==> src/hdl/lbs_pkg.sv <==
// Shared constants and types for the lamp ballast mode sequencer
package lbs_pkg;

    // Clock rate and timing base
    localparam int CLK_MHZ = 40;
    localparam int TIME_W = 16;

    // Oscillator phase lengths in their own unit, then in clock cycles
    localparam int PREHEAT_ON_NS = 10000;
    localparam int RUN_ON_NS = 16000;
    localparam int DEAD_NS = 1000;
    localparam logic [TIME_W-1:0] PREHEAT_ON_CYC = TIME_W'((PREHEAT_ON_NS * CLK_MHZ + 999) / 1000);
    localparam logic [TIME_W-1:0] RUN_ON_CYC = TIME_W'((RUN_ON_NS * CLK_MHZ + 999) / 1000);
    localparam logic [TIME_W-1:0] DEAD_CYC = TIME_W'((DEAD_NS * CLK_MHZ + 999) / 1000);

    // On-time growth per oscillator cycle during the ignition sweep
    localparam logic [TIME_W-1:0] SWEEP_STEP_CYC = 16'h0001;

    // Over-current fault counter
    localparam int OC_CNT_W = 5;
    localparam logic [OC_CNT_W-1:0] OC_LIMIT = 5'h19;

    // Operating modes, Gray coded along lockout, preheat, ignition, run, fault
    typedef enum logic [2:0] {
        MODE_LOCKOUT  = 3'h0,
        MODE_PREHEAT  = 3'h1,
        MODE_IGNITION = 3'h3,
        MODE_RUN      = 3'h2,
        MODE_FAULT    = 3'h6
    } lbs_mode_type;

    // Comparator flags from the analog sense circuits, all active high
    typedef struct packed {
        logic supply_start;
        logic supply_off;
        logic sd_above_5v0;
        logic sd_above_5v2;
        logic cs_over;
        logic eol_high;
        logic eol_low;
        logic bus_under;
        logic timer_10v;
        logic timer_12v;
    } lbs_sense_type;

    localparam int SENSE_W = $bits(lbs_sense_type);
    localparam logic [SENSE_W-1:0] SENSE_RST = 10'h000;

endpackage

==> src/hdl/lbs_sync.sv <==
// Three-stage synchroniser with agreement filter for comparator flags
`timescale 1ns/1ps
module lbs_sync
    import lbs_pkg::*;
#(
    parameter int WIDTH = SENSE_W,
    parameter logic [WIDTH-1:0] RST_VAL = '0
)
(
    input wire logic clk_sys,
    input wire logic rst_n,
    input wire logic clk_en,
    input wire logic [WIDTH-1:0] async_in,
    output logic [WIDTH-1:0] sync_out
);

    logic [WIDTH-1:0] st1_q, st2_q, st3_q, out_q;
    logic [WIDTH-1:0] out_d;

    // A bit changes only once stages two and three agree
    always_comb begin
        out_d = out_q;
        for (int i = 0; i < WIDTH; i++) begin
            if (st2_q[i] == st3_q[i]) begin
                out_d[i] = st2_q[i];
            end
        end
    end

    always_ff @(posedge clk_sys) begin
        if (!rst_n) begin
            st1_q <= RST_VAL;
            st2_q <= RST_VAL;
            st3_q <= RST_VAL;
            out_q <= RST_VAL;
        end else if (clk_en) begin
            st1_q <= async_in;
            st2_q <= st1_q;
            st3_q <= st2_q;
            out_q <= out_d;
        end
    end

    assign sync_out = out_q;

endmodule

==> src/hdl/lbs_osc.sv <==
// Half-bridge oscillator: alternating on-phases separated by dead time
`timescale 1ns/1ps
module lbs_osc
    import lbs_pkg::*;
#(
    parameter int TW = TIME_W
)
(
    input wire logic clk_sys,
    input wire logic rst_n,
    input wire logic clk_en,
    input wire logic run,
    input wire logic [TW-1:0] on_len,
    input wire logic [TW-1:0] dead_len,
    output logic low_on,
    output logic high_on,
    output logic low_end,
    output logic cycle_end
);

    logic [TW-1:0] cnt_q, cnt_d;
    logic dead_q, dead_d;
    logic high_q, high_d;
    logic last;

    // Stopped position is the start of a low-side on-phase
    always_comb begin
        cnt_d = cnt_q;
        dead_d = dead_q;
        high_d = high_q;
        last = dead_q ? (cnt_q >= dead_len - 1'b1) : (cnt_q >= on_len - 1'b1);
        if (!run) begin
            cnt_d = '0;
            dead_d = 1'b0;
            high_d = 1'b0;
        end else if (last) begin
            cnt_d = '0;
            dead_d = !dead_q;
            if (dead_q) begin
                high_d = !high_q;
            end
        end else begin
            cnt_d = cnt_q + 1'b1;
        end
    end

    always_ff @(posedge clk_sys) begin
        if (!rst_n) begin
            cnt_q <= '0;
            dead_q <= 1'b0;
            high_q <= 1'b0;
        end else if (clk_en) begin
            cnt_q <= cnt_d;
            dead_q <= dead_d;
            high_q <= high_d;
        end
    end

    assign low_on = !dead_q && !high_q;
    assign high_on = !dead_q && high_q;
    assign low_end = run && last && !dead_q && !high_q;
    assign cycle_end = run && last && dead_q;

endmodule

==> src/hdl/lbs_ballast_seq.sv <==
// Ballast mode sequencer: modes, gate drive, fault counting and latching
`timescale 1ns/1ps
// Overview of operation
// - Lockout: gates low, oscillator stopped, timer reset
// - Start needs supply threshold and shutdown below 5.0V
// - First gate pulse after lockout is low side
// - Preheat: alternate sides, equal on-times except the first low pulse (one cycle longer), dead time
// - Each cycle: on-phase then dead phase, both low
// - Timer above 10V moves preheat into ignition
// - Ignition sweeps frequency gradually down to run
// - Preheat/ignition: over 25 consecutive over-currents means fault
// - Count over-current only during low-side on-time
// - Run: one over-current pulse means immediate fault
// - Run: lifetime sense above 3V/below 1V faults
// - Fault latches high, low and boost gates low
// - Fault holds preheat timer in reset
// - Fault keeps the oscillator stopped
// - Fault exits to lockout on supply off/5.2V
// - After fault, restart enters preheat under start conditions
// - Bus under 3.0V: gates low, back to lockout
// - Lifetime detection enabled only above 12V timer level
module lbs_ballast_seq
    import lbs_pkg::*;
#(
    parameter logic [TIME_W-1:0] PREHEAT_ON = PREHEAT_ON_CYC,
    parameter logic [TIME_W-1:0] RUN_ON = RUN_ON_CYC,
    parameter logic [TIME_W-1:0] DEAD_LEN = DEAD_CYC,
    parameter logic [TIME_W-1:0] SWEEP_STEP = SWEEP_STEP_CYC,
    parameter logic [OC_CNT_W-1:0] OC_MAX = OC_LIMIT
)
(
    input wire logic clk_sys,
    input wire logic rst_n,
    input wire logic clk_en,
    input wire lbs_sense_type sense,
    input wire logic boost_request,
    output logic high_side_gate,
    output logic low_side_gate,
    output logic boost_switch_gate,
    output logic preheat_timer_reset,
    output logic oscillator_stop,
    output lbs_mode_type mode,
    output logic [OC_CNT_W-1:0] oc_count
);

    function automatic logic is_running(input lbs_mode_type m);
        return (m == MODE_PREHEAT) || (m == MODE_IGNITION) || (m == MODE_RUN);
    endfunction

    function automatic logic is_counting(input lbs_mode_type m);
        return (m == MODE_PREHEAT) || (m == MODE_IGNITION);
    endfunction

    logic [SENSE_W-1:0] sense_bits;
    lbs_sense_type s;
    lbs_mode_type state_q, state_d;
    logic [OC_CNT_W-1:0] oc_cnt_q, oc_cnt_d;
    logic oc_seen_q, oc_seen_d;
    logic [TIME_W-1:0] on_len_q, on_len_d;
    logic high_side_q, high_side_d;
    logic low_side_q, low_side_d;
    logic boost_q, boost_d;
    logic ph_rst_q, ph_rst_d;
    logic osc_stop_q, osc_stop_d;
    logic osc_low_on, osc_high_on, osc_low_end, osc_cycle_end;
    logic lock_req, start_ok, oc_trip, eol_trip, oc_hit;

    // Comparator flags pass the filtered synchroniser first
    lbs_sync #(
        .WIDTH(SENSE_W),
        .RST_VAL(SENSE_RST)
    ) u_sync (
        .clk_sys(clk_sys),
        .rst_n(rst_n),
        .clk_en(clk_en),
        .async_in(sense),
        .sync_out(sense_bits)
    );

    assign s = lbs_sense_type'(sense_bits);

    // Same on-length serves both sides, so duty stays balanced
    lbs_osc #(
        .TW(TIME_W)
    ) u_osc (
        .clk_sys(clk_sys),
        .rst_n(rst_n),
        .clk_en(clk_en),
        .run(is_running(state_q)),
        .on_len(on_len_q),
        .dead_len(DEAD_LEN),
        .low_on(osc_low_on),
        .high_on(osc_high_on),
        .low_end(osc_low_end),
        .cycle_end(osc_cycle_end)
    );

    // Mode sequencing
    always_comb begin
        lock_req = s.bus_under || s.sd_above_5v2 || s.supply_off;
        start_ok = s.supply_start && !s.sd_above_5v0 && !lock_req;
        oc_trip = oc_cnt_q > OC_MAX;
        eol_trip = s.timer_12v && (s.eol_high || s.eol_low);
        state_d = state_q;
        if (lock_req) begin
            state_d = MODE_LOCKOUT;
        end else begin
            unique case (state_q)
                MODE_LOCKOUT: begin
                    if (start_ok) begin
                        state_d = MODE_PREHEAT;
                    end
                end
                MODE_PREHEAT: begin
                    if (oc_trip) begin
                        state_d = MODE_FAULT;
                    end else if (s.timer_10v) begin
                        state_d = MODE_IGNITION;
                    end
                end
                MODE_IGNITION: begin
                    if (oc_trip) begin
                        state_d = MODE_FAULT;
                    end else if (on_len_q >= RUN_ON) begin
                        state_d = MODE_RUN;
                    end
                end
                MODE_RUN: begin
                    if (s.cs_over || eol_trip) begin
                        state_d = MODE_FAULT;
                    end
                end
                MODE_FAULT: begin
                    state_d = MODE_FAULT;
                end
                default: begin
                    state_d = MODE_LOCKOUT;
                end
            endcase
        end
    end

    // Over-current counting; an event at the end of an on-time still counts
    always_comb begin
        oc_seen_d = oc_seen_q;
        oc_cnt_d = oc_cnt_q;
        oc_hit = oc_seen_q || (s.cs_over && osc_low_on);
        // Leaving the counting modes clears at once, so fault and run start at zero
        if (!is_counting(state_q) || !is_counting(state_d)) begin
            oc_seen_d = 1'b0;
            oc_cnt_d = '0;
        end else if (osc_low_end) begin
            oc_seen_d = 1'b0;
            if (oc_hit) begin
                if (oc_cnt_q <= OC_MAX) begin
                    oc_cnt_d = oc_cnt_q + 1'b1;
                end
            end else begin
                oc_cnt_d = '0;
            end
        end else begin
            oc_seen_d = oc_hit;
        end
    end

    // Ignition lengthens the on-time step by step toward the run value
    always_comb begin
        on_len_d = on_len_q;
        if (state_q == MODE_IGNITION) begin
            if (osc_cycle_end && (on_len_q < RUN_ON)) begin
                if ((RUN_ON - on_len_q) > SWEEP_STEP) begin
                    on_len_d = on_len_q + SWEEP_STEP;
                end else begin
                    on_len_d = RUN_ON;
                end
            end
        end else if (state_q != MODE_RUN) begin
            on_len_d = PREHEAT_ON;
        end
    end

    // Outputs follow the next mode, so a trip blanks the gates on the same edge
    always_comb begin
        high_side_d = is_running(state_d) && osc_high_on;
        low_side_d = is_running(state_d) && osc_low_on;
        boost_d = is_running(state_d) && boost_request;
        ph_rst_d = !is_running(state_d);
        osc_stop_d = !is_running(state_d);
    end

    always_ff @(posedge clk_sys) begin
        if (!rst_n) begin
            state_q <= MODE_LOCKOUT;
            oc_cnt_q <= '0;
            oc_seen_q <= 1'b0;
            on_len_q <= PREHEAT_ON;
            high_side_q <= 1'b0;
            low_side_q <= 1'b0;
            boost_q <= 1'b0;
            ph_rst_q <= 1'b1;
            osc_stop_q <= 1'b1;
        end else if (clk_en) begin
            state_q <= state_d;
            oc_cnt_q <= oc_cnt_d;
            oc_seen_q <= oc_seen_d;
            on_len_q <= on_len_d;
            high_side_q <= high_side_d;
            low_side_q <= low_side_d;
            boost_q <= boost_d;
            ph_rst_q <= ph_rst_d;
            osc_stop_q <= osc_stop_d;
        end
    end

    assign high_side_gate = high_side_q;
    assign low_side_gate = low_side_q;
    assign boost_switch_gate = boost_q;
    assign preheat_timer_reset = ph_rst_q;
    assign oscillator_stop = osc_stop_q;
    assign mode = state_q;
    assign oc_count = oc_cnt_q;
endmodule

==> config.mk <==
export PLATFORM = sky130hd
export DESIGN_NAME = lbs_ballast_seq
export DESIGN_NICKNAME = d
export VERILOG_FILES = /design/src/hdl/lbs_pkg.sv /design/src/hdl/lbs_sync.sv /design/src/hdl/lbs_osc.sv /design/src/hdl/lbs_ballast_seq.sv
export SDC_FILE = /design/constraint.sdc
export NUM_CORES = 1
export LEC_CHECK = 0
export ABC_AREA = 1
export ABC_CLOCK_PERIOD_IN_PS = 3000
export BUFFER_PORTS_ARGS = -buffer_cell sky130_fd_sc_hd__buf_2
export CORE_MARGIN = 2
export CORE_UTILIZATION = 55
export DETAILED_ROUTE_END_ITERATION = 8
export PLACE_DENSITY = 0.8
export SETUP_SLACK_MARGIN = 0.15
export SLEW_MARGIN = 0
export SYNTH_ARGS = -nofsm -noshare
export SYNTH_HDL_FRONTEND = slang
export SYNTH_SLANG_ARGS = --single-unit
==> constraint.sdc <==
create_clock -name clk_sys -period 3 [get_ports clk_sys]
set_clock_uncertainty 0.2 [all_clocks]
set_input_delay 0.9 -clock clk_sys [delete_from_list [all_inputs] [get_ports clk_sys]]
set_output_delay 0.9 -clock clk_sys [all_outputs]
set_load 0.02 [all_outputs]
==> run summary, run 1 <==
pin count of the biggest net entering global routing: 60
port bufs: 26
DRC violation count after routing: 0
Crit path arrival time: 3240 ps
RSZ-0062 raised after global routing: yes
Crit. End Element: register
leading cell type in the layout, fill and taps excluded: nand2_1
Worst Hold Class: register to register
H-tree depth: 3
switching part of the total power: 30.8%
clk root buf: clkbuf_8
min Tclk post-route: 3150 ps
Clk Latency, worst-skew pair: 370 ps
Final ANT Viol Nets: 0
main area contributors after synthesis: dfxtp_1 35%, nand2_1 11%, nor2_1 8.7%, ha_1 5.5%, o21ai_0 5.4%
die area: 9920 µm²
WP data required: 3090 ps
Placed Cells: 867
Finished Layout Cells: 899
Total Wirelength: 13100 µm
DIE WIDTH: 99.6 µm
via/cell ratio: 5.62
final setup violation count: 22
Setup crit start kind: register
Post-synth top flop: dfxtp_1
register area share after synthesis: 34.6%
Worst-Margin Slew: 570 ps
# nets final: 822
mux cell area share after synthesis: 0%
Sink Count: 87
Max-Cap Viols: 0
worst supply voltage drop on vdd: 0.327 mV
max incr delay on CP: 360 ps
P_int: 1.61 mW
Fin. Hold Viols: 0
initial antenna violation count: 0
vias in the first global route: 4803
Max Clk Rate: 0.318 GHz
area fraction in compound gates after synthesis: 12.9%
status: finished, violations left
sw power: 717 µW
gr ovfl total: 0
Post-Syn Nets: 763
core area: 8810 µm²
failing checks: negative setup slack
Area Overhead vs Synth: 18.5%
cts bufs inserted: 9
TritonRoute pass-1 iters: 6
Initial Util: 57.1%
layout cells sized above 1: 23.6%
most used cell, CP: nand2_2
part of the power in combinational logic: 11.1%
Synth Area in Simple Gates: 34.8%
Final Util: 67.7%
worst slack, placed: -136 ps
Die Ht: 99.6 µm
Rows: 34
initial DRC count: 312
Slowest-stage cell, CP: dfxtp_2
ys async rst share: 0%
largest area contributor in the netlist: dfxtp_1
Design Power: 2.33 mW
final slew viol count: 0
Mean Syn Cell Area: 6.92 µm²
final instance area: 5960 µm²
DR WL/cell: 14.6 µm
critical path class: register to register
gr usage total: 26.7%
RePlAce Congestion: 0.901
period utilisation layout: 105%
detailed-route via count: 5056
synthesized area: 5030 µm²
largest family of logic cells by synthesized area: simple AND/OR/NAND/NOR gates
number of library cell types mapped by synthesis: 44
sequential power share: 52.6%
Setup WS post-layout: -149 ps
PwrDens: 391 nW/µm²
setup TNS: -1860 ps
slew margin rel.: 61.9%
clock share of power: 36.3%
Yosys top cell area share: 34.6%
CTS clk-pin slew, worst paths: 110 ps
ant diodes: 0
crit path max fanout: 8
TritonCTS clock tree: built
CTS Buffer Depth: 2
Yosys reg bits: 87
warnings from Yosys: 0
FILL cells: 721
Synth Area in Adders: 5.48%
most frequent cells in the layout: 138 x nand2_1, 107 x nor2_1, 82 x dfxtp_1
# IOs: 27
DP Area: 5440 µm²
Static Leakage: 2.60 nW
xor/xnor share of the synthesized area: 4.88%
hold_ws: 275 ps
Syn Inst Count: 727
first-pass GRT wire length: 21700 µm
number of flops mapped to enable cells by yosys: 0
worst path cell trace: nor2_4 -> nand2_2 -> nor2_4 -> nand2_1 -> nor2_2 -> nand2_2 -> nor4_4 -> xor2_1 -> ha_1 -> a21oi_2 -> o21ai_1 -> a21oi_2 -> nand3_2 -> a21boi_2 -> nand2_2 -> nand2_4 -> nand2_8 -> nor3_2
HPWL after detailed placement: 8940 µm
registers in the layout, summed over array words and instances, names as in the netlist, 3 cells and up:
register	count
u_osc.cnt_q	16
u_sync.st2_q	10
on_len_q	16
oc_count	5
u_sync.sync_out	10
mode	3
u_sync.st1_q	10
u_sync.st3_q	10
routing by layer:
layer | global-route usage [%] | vias to the layer above | wire length, µm
met4 | 10.7 | 0 | 388
met3 | 3.79 | 46 | 599
li1 | - | 2497 | -
met5 | 0 | - | 0
met1 | 33.6 | 2343 | 5700
met2 | 45.9 | 170 | 6410
cell usage after synthesis, drive strengths merged, types with 6 or more instances:
cell type,instances
dfxtp,87
clkbuf,16
xnor2,6
nand3,46
nor4,7
inv,65
o21ai,58
o21bai,7
a21oi,48
nand4,15
buf,6
nor2,130
nand2,158
xor2,22
ha,22
nor3,21
power by group through the flow:
stage | Clock, mW | Sequential, mW | Combinational (mW)
after floorplan | 0 | 1.25 | 0.171
after global placement | 0 | 1.25 | 0.228
after detailed placement | 0 | 1.25 | 0.236
after CTS | 0.851 | 1.22 | 0.246
after global routing | 0.905 | 1.23 | 0.288
final | 0.845 | 1.22 | 0.258
final timing paths:
path         depth (start not counted)                           to  slack (ps)                        start
min reg2reg                          2  high_side_gate$_SDFFE_PN0P_         280  high_side_gate$_SDFFE_PN0P_
max reg2reg                         18  u_osc.cnt_q[2]$_SDFFE_PN0P_        -150     on_len_q[3]$_SDFFE_PN0P_
min                                  2  high_side_gate$_SDFFE_PN0P_         280  high_side_gate$_SDFFE_PN0P_
max                                 18  u_osc.cnt_q[2]$_SDFFE_PN0P_        -150     on_len_q[3]$_SDFFE_PN0P_
what timing repair did:
item / in CTS / in global routing
setup buffers: 6 / 8
endpoints found under the setup margin: 23 / 23
pin swaps: 18 / 20
gates cloned: 2 / 0
hold buffers: 0 / 0
gates resized for setup: 28 / 27
kinds of logic (layout without fill, tap and decap cells):
logic type,count (synthesis),after routing
simple gates,381,383
compound gates,119,119
fa+ha+maj,22,22
xor+xnor,28,28
flops,87,87
buf+inv,90,152
worst max-delay path: cells and delay by family (launching register included):
| kind | cells | cell delay (ps) |
|---|---|---|
| simple gates | 12 | 1510 |
| compound gates | 4 | 540 |
| flops | 1 | 360 |
| fa+ha+maj | 1 | 280 |
| xor+xnor | 1 | 180 |
layout make-up:
cell class / instances / area [µm²] / area share (%)
clock buffers: 9 / 124 / 2.08
multi-input cells: 552 / 3140 / 52.7
repair buffers: 68 / 457 / 7.66
clock inverters: 7 / 86.3 / 1.45
well taps: 108 / 135 / 2.27
inverters: 68 / 263 / 4.41
flip-flops and latches: 87 / 1750 / 29.4
Note: power is estimated with default switching activity, not from simulation.
==> inputs of run 2 (changes only) <==
Settings changed: SETUP_SLACK_MARGIN 0.15 to 0.3.
==> run 2 against run 1 <==
The flow still finishes with violations (negative setup slack). Cell count down 0.78%. Sequential cell count did not move. Global-route usage down 0.63 points. Sequential power about the same. Die area did not move. Routed wire length decreased by 2.7%. Clock-buffer cell count stayed put. Critical endpoint is now u_osc.cnt_q[14]$_SDFFE_PN0P_.
==> run summary, run 2 (synthesis results as in run 1) <==
DRC violation count after routing: 0
Rows: 34
status: finished, violations left
HP Start: u_sync.st3_q[5]$_SDFFE_PN0P_
initial DRC count: 295
die area: 9920 µm²
ant diodes: 0
Sink Count: 87
Setup crit start kind: register
initial antenna violation count: 0
Fin. Hold Viols: 0
Crit. End Element: register
critical path class: register to register
switching part of the total power: 30.5%
final slew viol count: 0
port bufs: 26
period utilisation layout: 102%
part of the power in combinational logic: 11.2%
Setup WS post-layout: -65.0 ps
pin count of the biggest net entering global routing: 53
Max Clk Rate: 0.326 GHz
Placed Cells: 859
Design Power: 2.30 mW
Crit path arrival time: 3190 ps
worst supply voltage drop on vdd: 0.341 mV
Worst-Margin Slew: 541 ps
RSZ-0062 raised after global routing: yes
via/cell ratio: 5.54
cell depth of the worst hold path: 2
gr usage total: 26.1%
failing checks: negative setup slack
setup TNS: -443 ps
P_int: 1.60 mW
WP data required: 3120 ps
Crit Reg-Reg Startpoint: on_len_q[4]$_SDFFE_PN1P_
Worst Hold Class: register to register
PwrDens: 388 nW/µm²
core area: 8810 µm²
vias in the first global route: 4588
DR WL/cell: 14.3 µm
# nets final: 815
Static Leakage: 2.57 nW
cts bufs inserted: 9
DIE WIDTH: 99.6 µm
Max-Cap Viols: 0
clock share of power: 35.8%
slew margin rel.: 63.9%
HPWL after detailed placement: 8840 µm
# IOs: 27
Finished Layout Cells: 892
sequential power share: 53.0%
FILL cells: 722
gr ovfl total: 0
CTS clk-pin slew, worst paths: 100 ps
first-pass GRT wire length: 21100 µm
min Tclk post-route: 3060 ps
Hold Path End: u_sync.sync_out[5]$_SDFFE_PN0P_
Die Ht: 99.6 µm
biggest regs: on_len_q x16, u_osc.cnt_q x16
TritonRoute pass-1 iters: 5
most frequent cells in the layout: 139 x nand2_1, 108 x nor2_1, 82 x dfxtp_1
CTS Buffer Depth: 2
RePlAce Congestion: 0.924
detailed-route via count: 4942
crit path max fanout: 7
Total Wirelength: 12700 µm
clk root buf: clkbuf_8
final setup violation count: 9
Initial Util: 57.1%
H-tree depth: 3
TritonCTS clock tree: built
Clk Latency, worst-skew pair: 380 ps
R2R depth: 21
Hold-fix buffers, CTS: 0
Area Overhead vs Synth: 18.1%
leading cell type in the layout, fill and taps excluded: nand2_1
Final ANT Viol Nets: 0
layout cells sized above 1: 22.4%
Worst R2R Setup Slack: -60 ps
sw power: 701 µW
FF-to-FF End: u_osc.cnt_q[14]$_SDFFE_PN0P_
## run 2: cell count changes in the layout (fill, tap and decap cells not counted), moves of 3 or more
cell	before	now
a21oi_1	38	41
dfxtp_2	3	0
dfxtp_4	2	5
a21oi_2	10	7
buf_4	39	32
## run 2: power groups by stage
| stage | Sequential, mW | Combinational [mW] | Clock, mW |
|---|---|---|---|
| finish | 1.22 | 0.258 | 0.823 |
| global route | 1.23 | 0.290 | 0.869 |
| CTS | 1.22 | 0.246 | 0.828 |
| detailed placement | 1.25 | 0.232 | 0 |
| global placement | 1.25 | 0.226 | 0 |
| floorplan | 1.25 | 0.172 | 0 |
## run 2: metal layers
layer,up-vias,GRT usage [%],part of all wire [%]
li1,2484,-,-
met1,2299,32.9,44
met2,131,45.3,50
met3,28,4.15,4.5
met4,0,8.96,2.5
met5,-,0,0
## run 2: stage by stage
step                utilization, %  setup WS (ps)  instance area (µm²)  hold slack [ps]
detailed placement            61.2          -49.5                 5390              260
global route                  67.4           -281                 5940              282
global placement              61.2           43.6                 5390              245
floorplan                        -            242                 5090              239
CTS                           65.4           13.7                 5760              263
finish                        67.4          -65.0                 5940              266
## run 2: area by class of cell
| cell class | instances | area [µm²] | share of cell area, % |
|---|---|---|---|
| multi-input cells | 552 | 3170 | 53.4 |
| flip-flops and latches | 87 | 1760 | 29.6 |
| clock inverters | 7 | 72.6 | 1.22 |
| repair buffers | 61 | 413 | 6.95 |
| inverters | 68 | 265 | 4.47 |
| clock buffers | 9 | 124 | 2.09 |
| well taps | 108 | 135 | 2.28 |
## run 2: worst max-delay path: stages (launching register included)
cell and delay, ps:
dfxtp_4 380, nor2_4 120, nand2_2 80, nor2_4 90, nand2_1 60, nor2_2 120, nand2_2 130, o21ai_2 180
o31ai_2 90, ha_1 330, nand2_1 70, inv_1 40, nor2_2 110, o21ai_2 70, a21oi_2 150, nand3_4 110
a21boi_2 190, nand2_2 90, nand2_4 120, buf_12 120, nand2_8 70, nor2_1 100
## run 2: worst max path at each step
stage                                         from                           end  slack (ps)  cells past startpoint
after floorplan           on_len_q[2]$_SDFFE_PN0P_  u_osc.cnt_q[14]$_SDFFE_PN0P_         240                     19
after global placement    on_len_q[4]$_SDFFE_PN1P_   u_osc.cnt_q[2]$_SDFFE_PN0P_          40                     18
after detailed placement  on_len_q[4]$_SDFFE_PN1P_   u_osc.cnt_q[2]$_SDFFE_PN0P_         -50                     18
after CTS                 on_len_q[1]$_SDFFE_PN0P_      oc_count[2]$_SDFFE_PN0P_          10                     21
after global routing      on_len_q[1]$_SDFFE_PN0P_   u_osc.cnt_q[2]$_SDFFE_PN0P_        -280                     20
final                     on_len_q[4]$_SDFFE_PN1P_  u_osc.cnt_q[14]$_SDFFE_PN0P_         -60                     21
## run 2: timing repair
action,in CTS,in global routing
buffers inserted,8,7
hold endpoints to repair,0,0
pin swaps,16,22
endpoints found under the setup margin,23,23
gates cloned,2,0
gates resized for setup,23,26
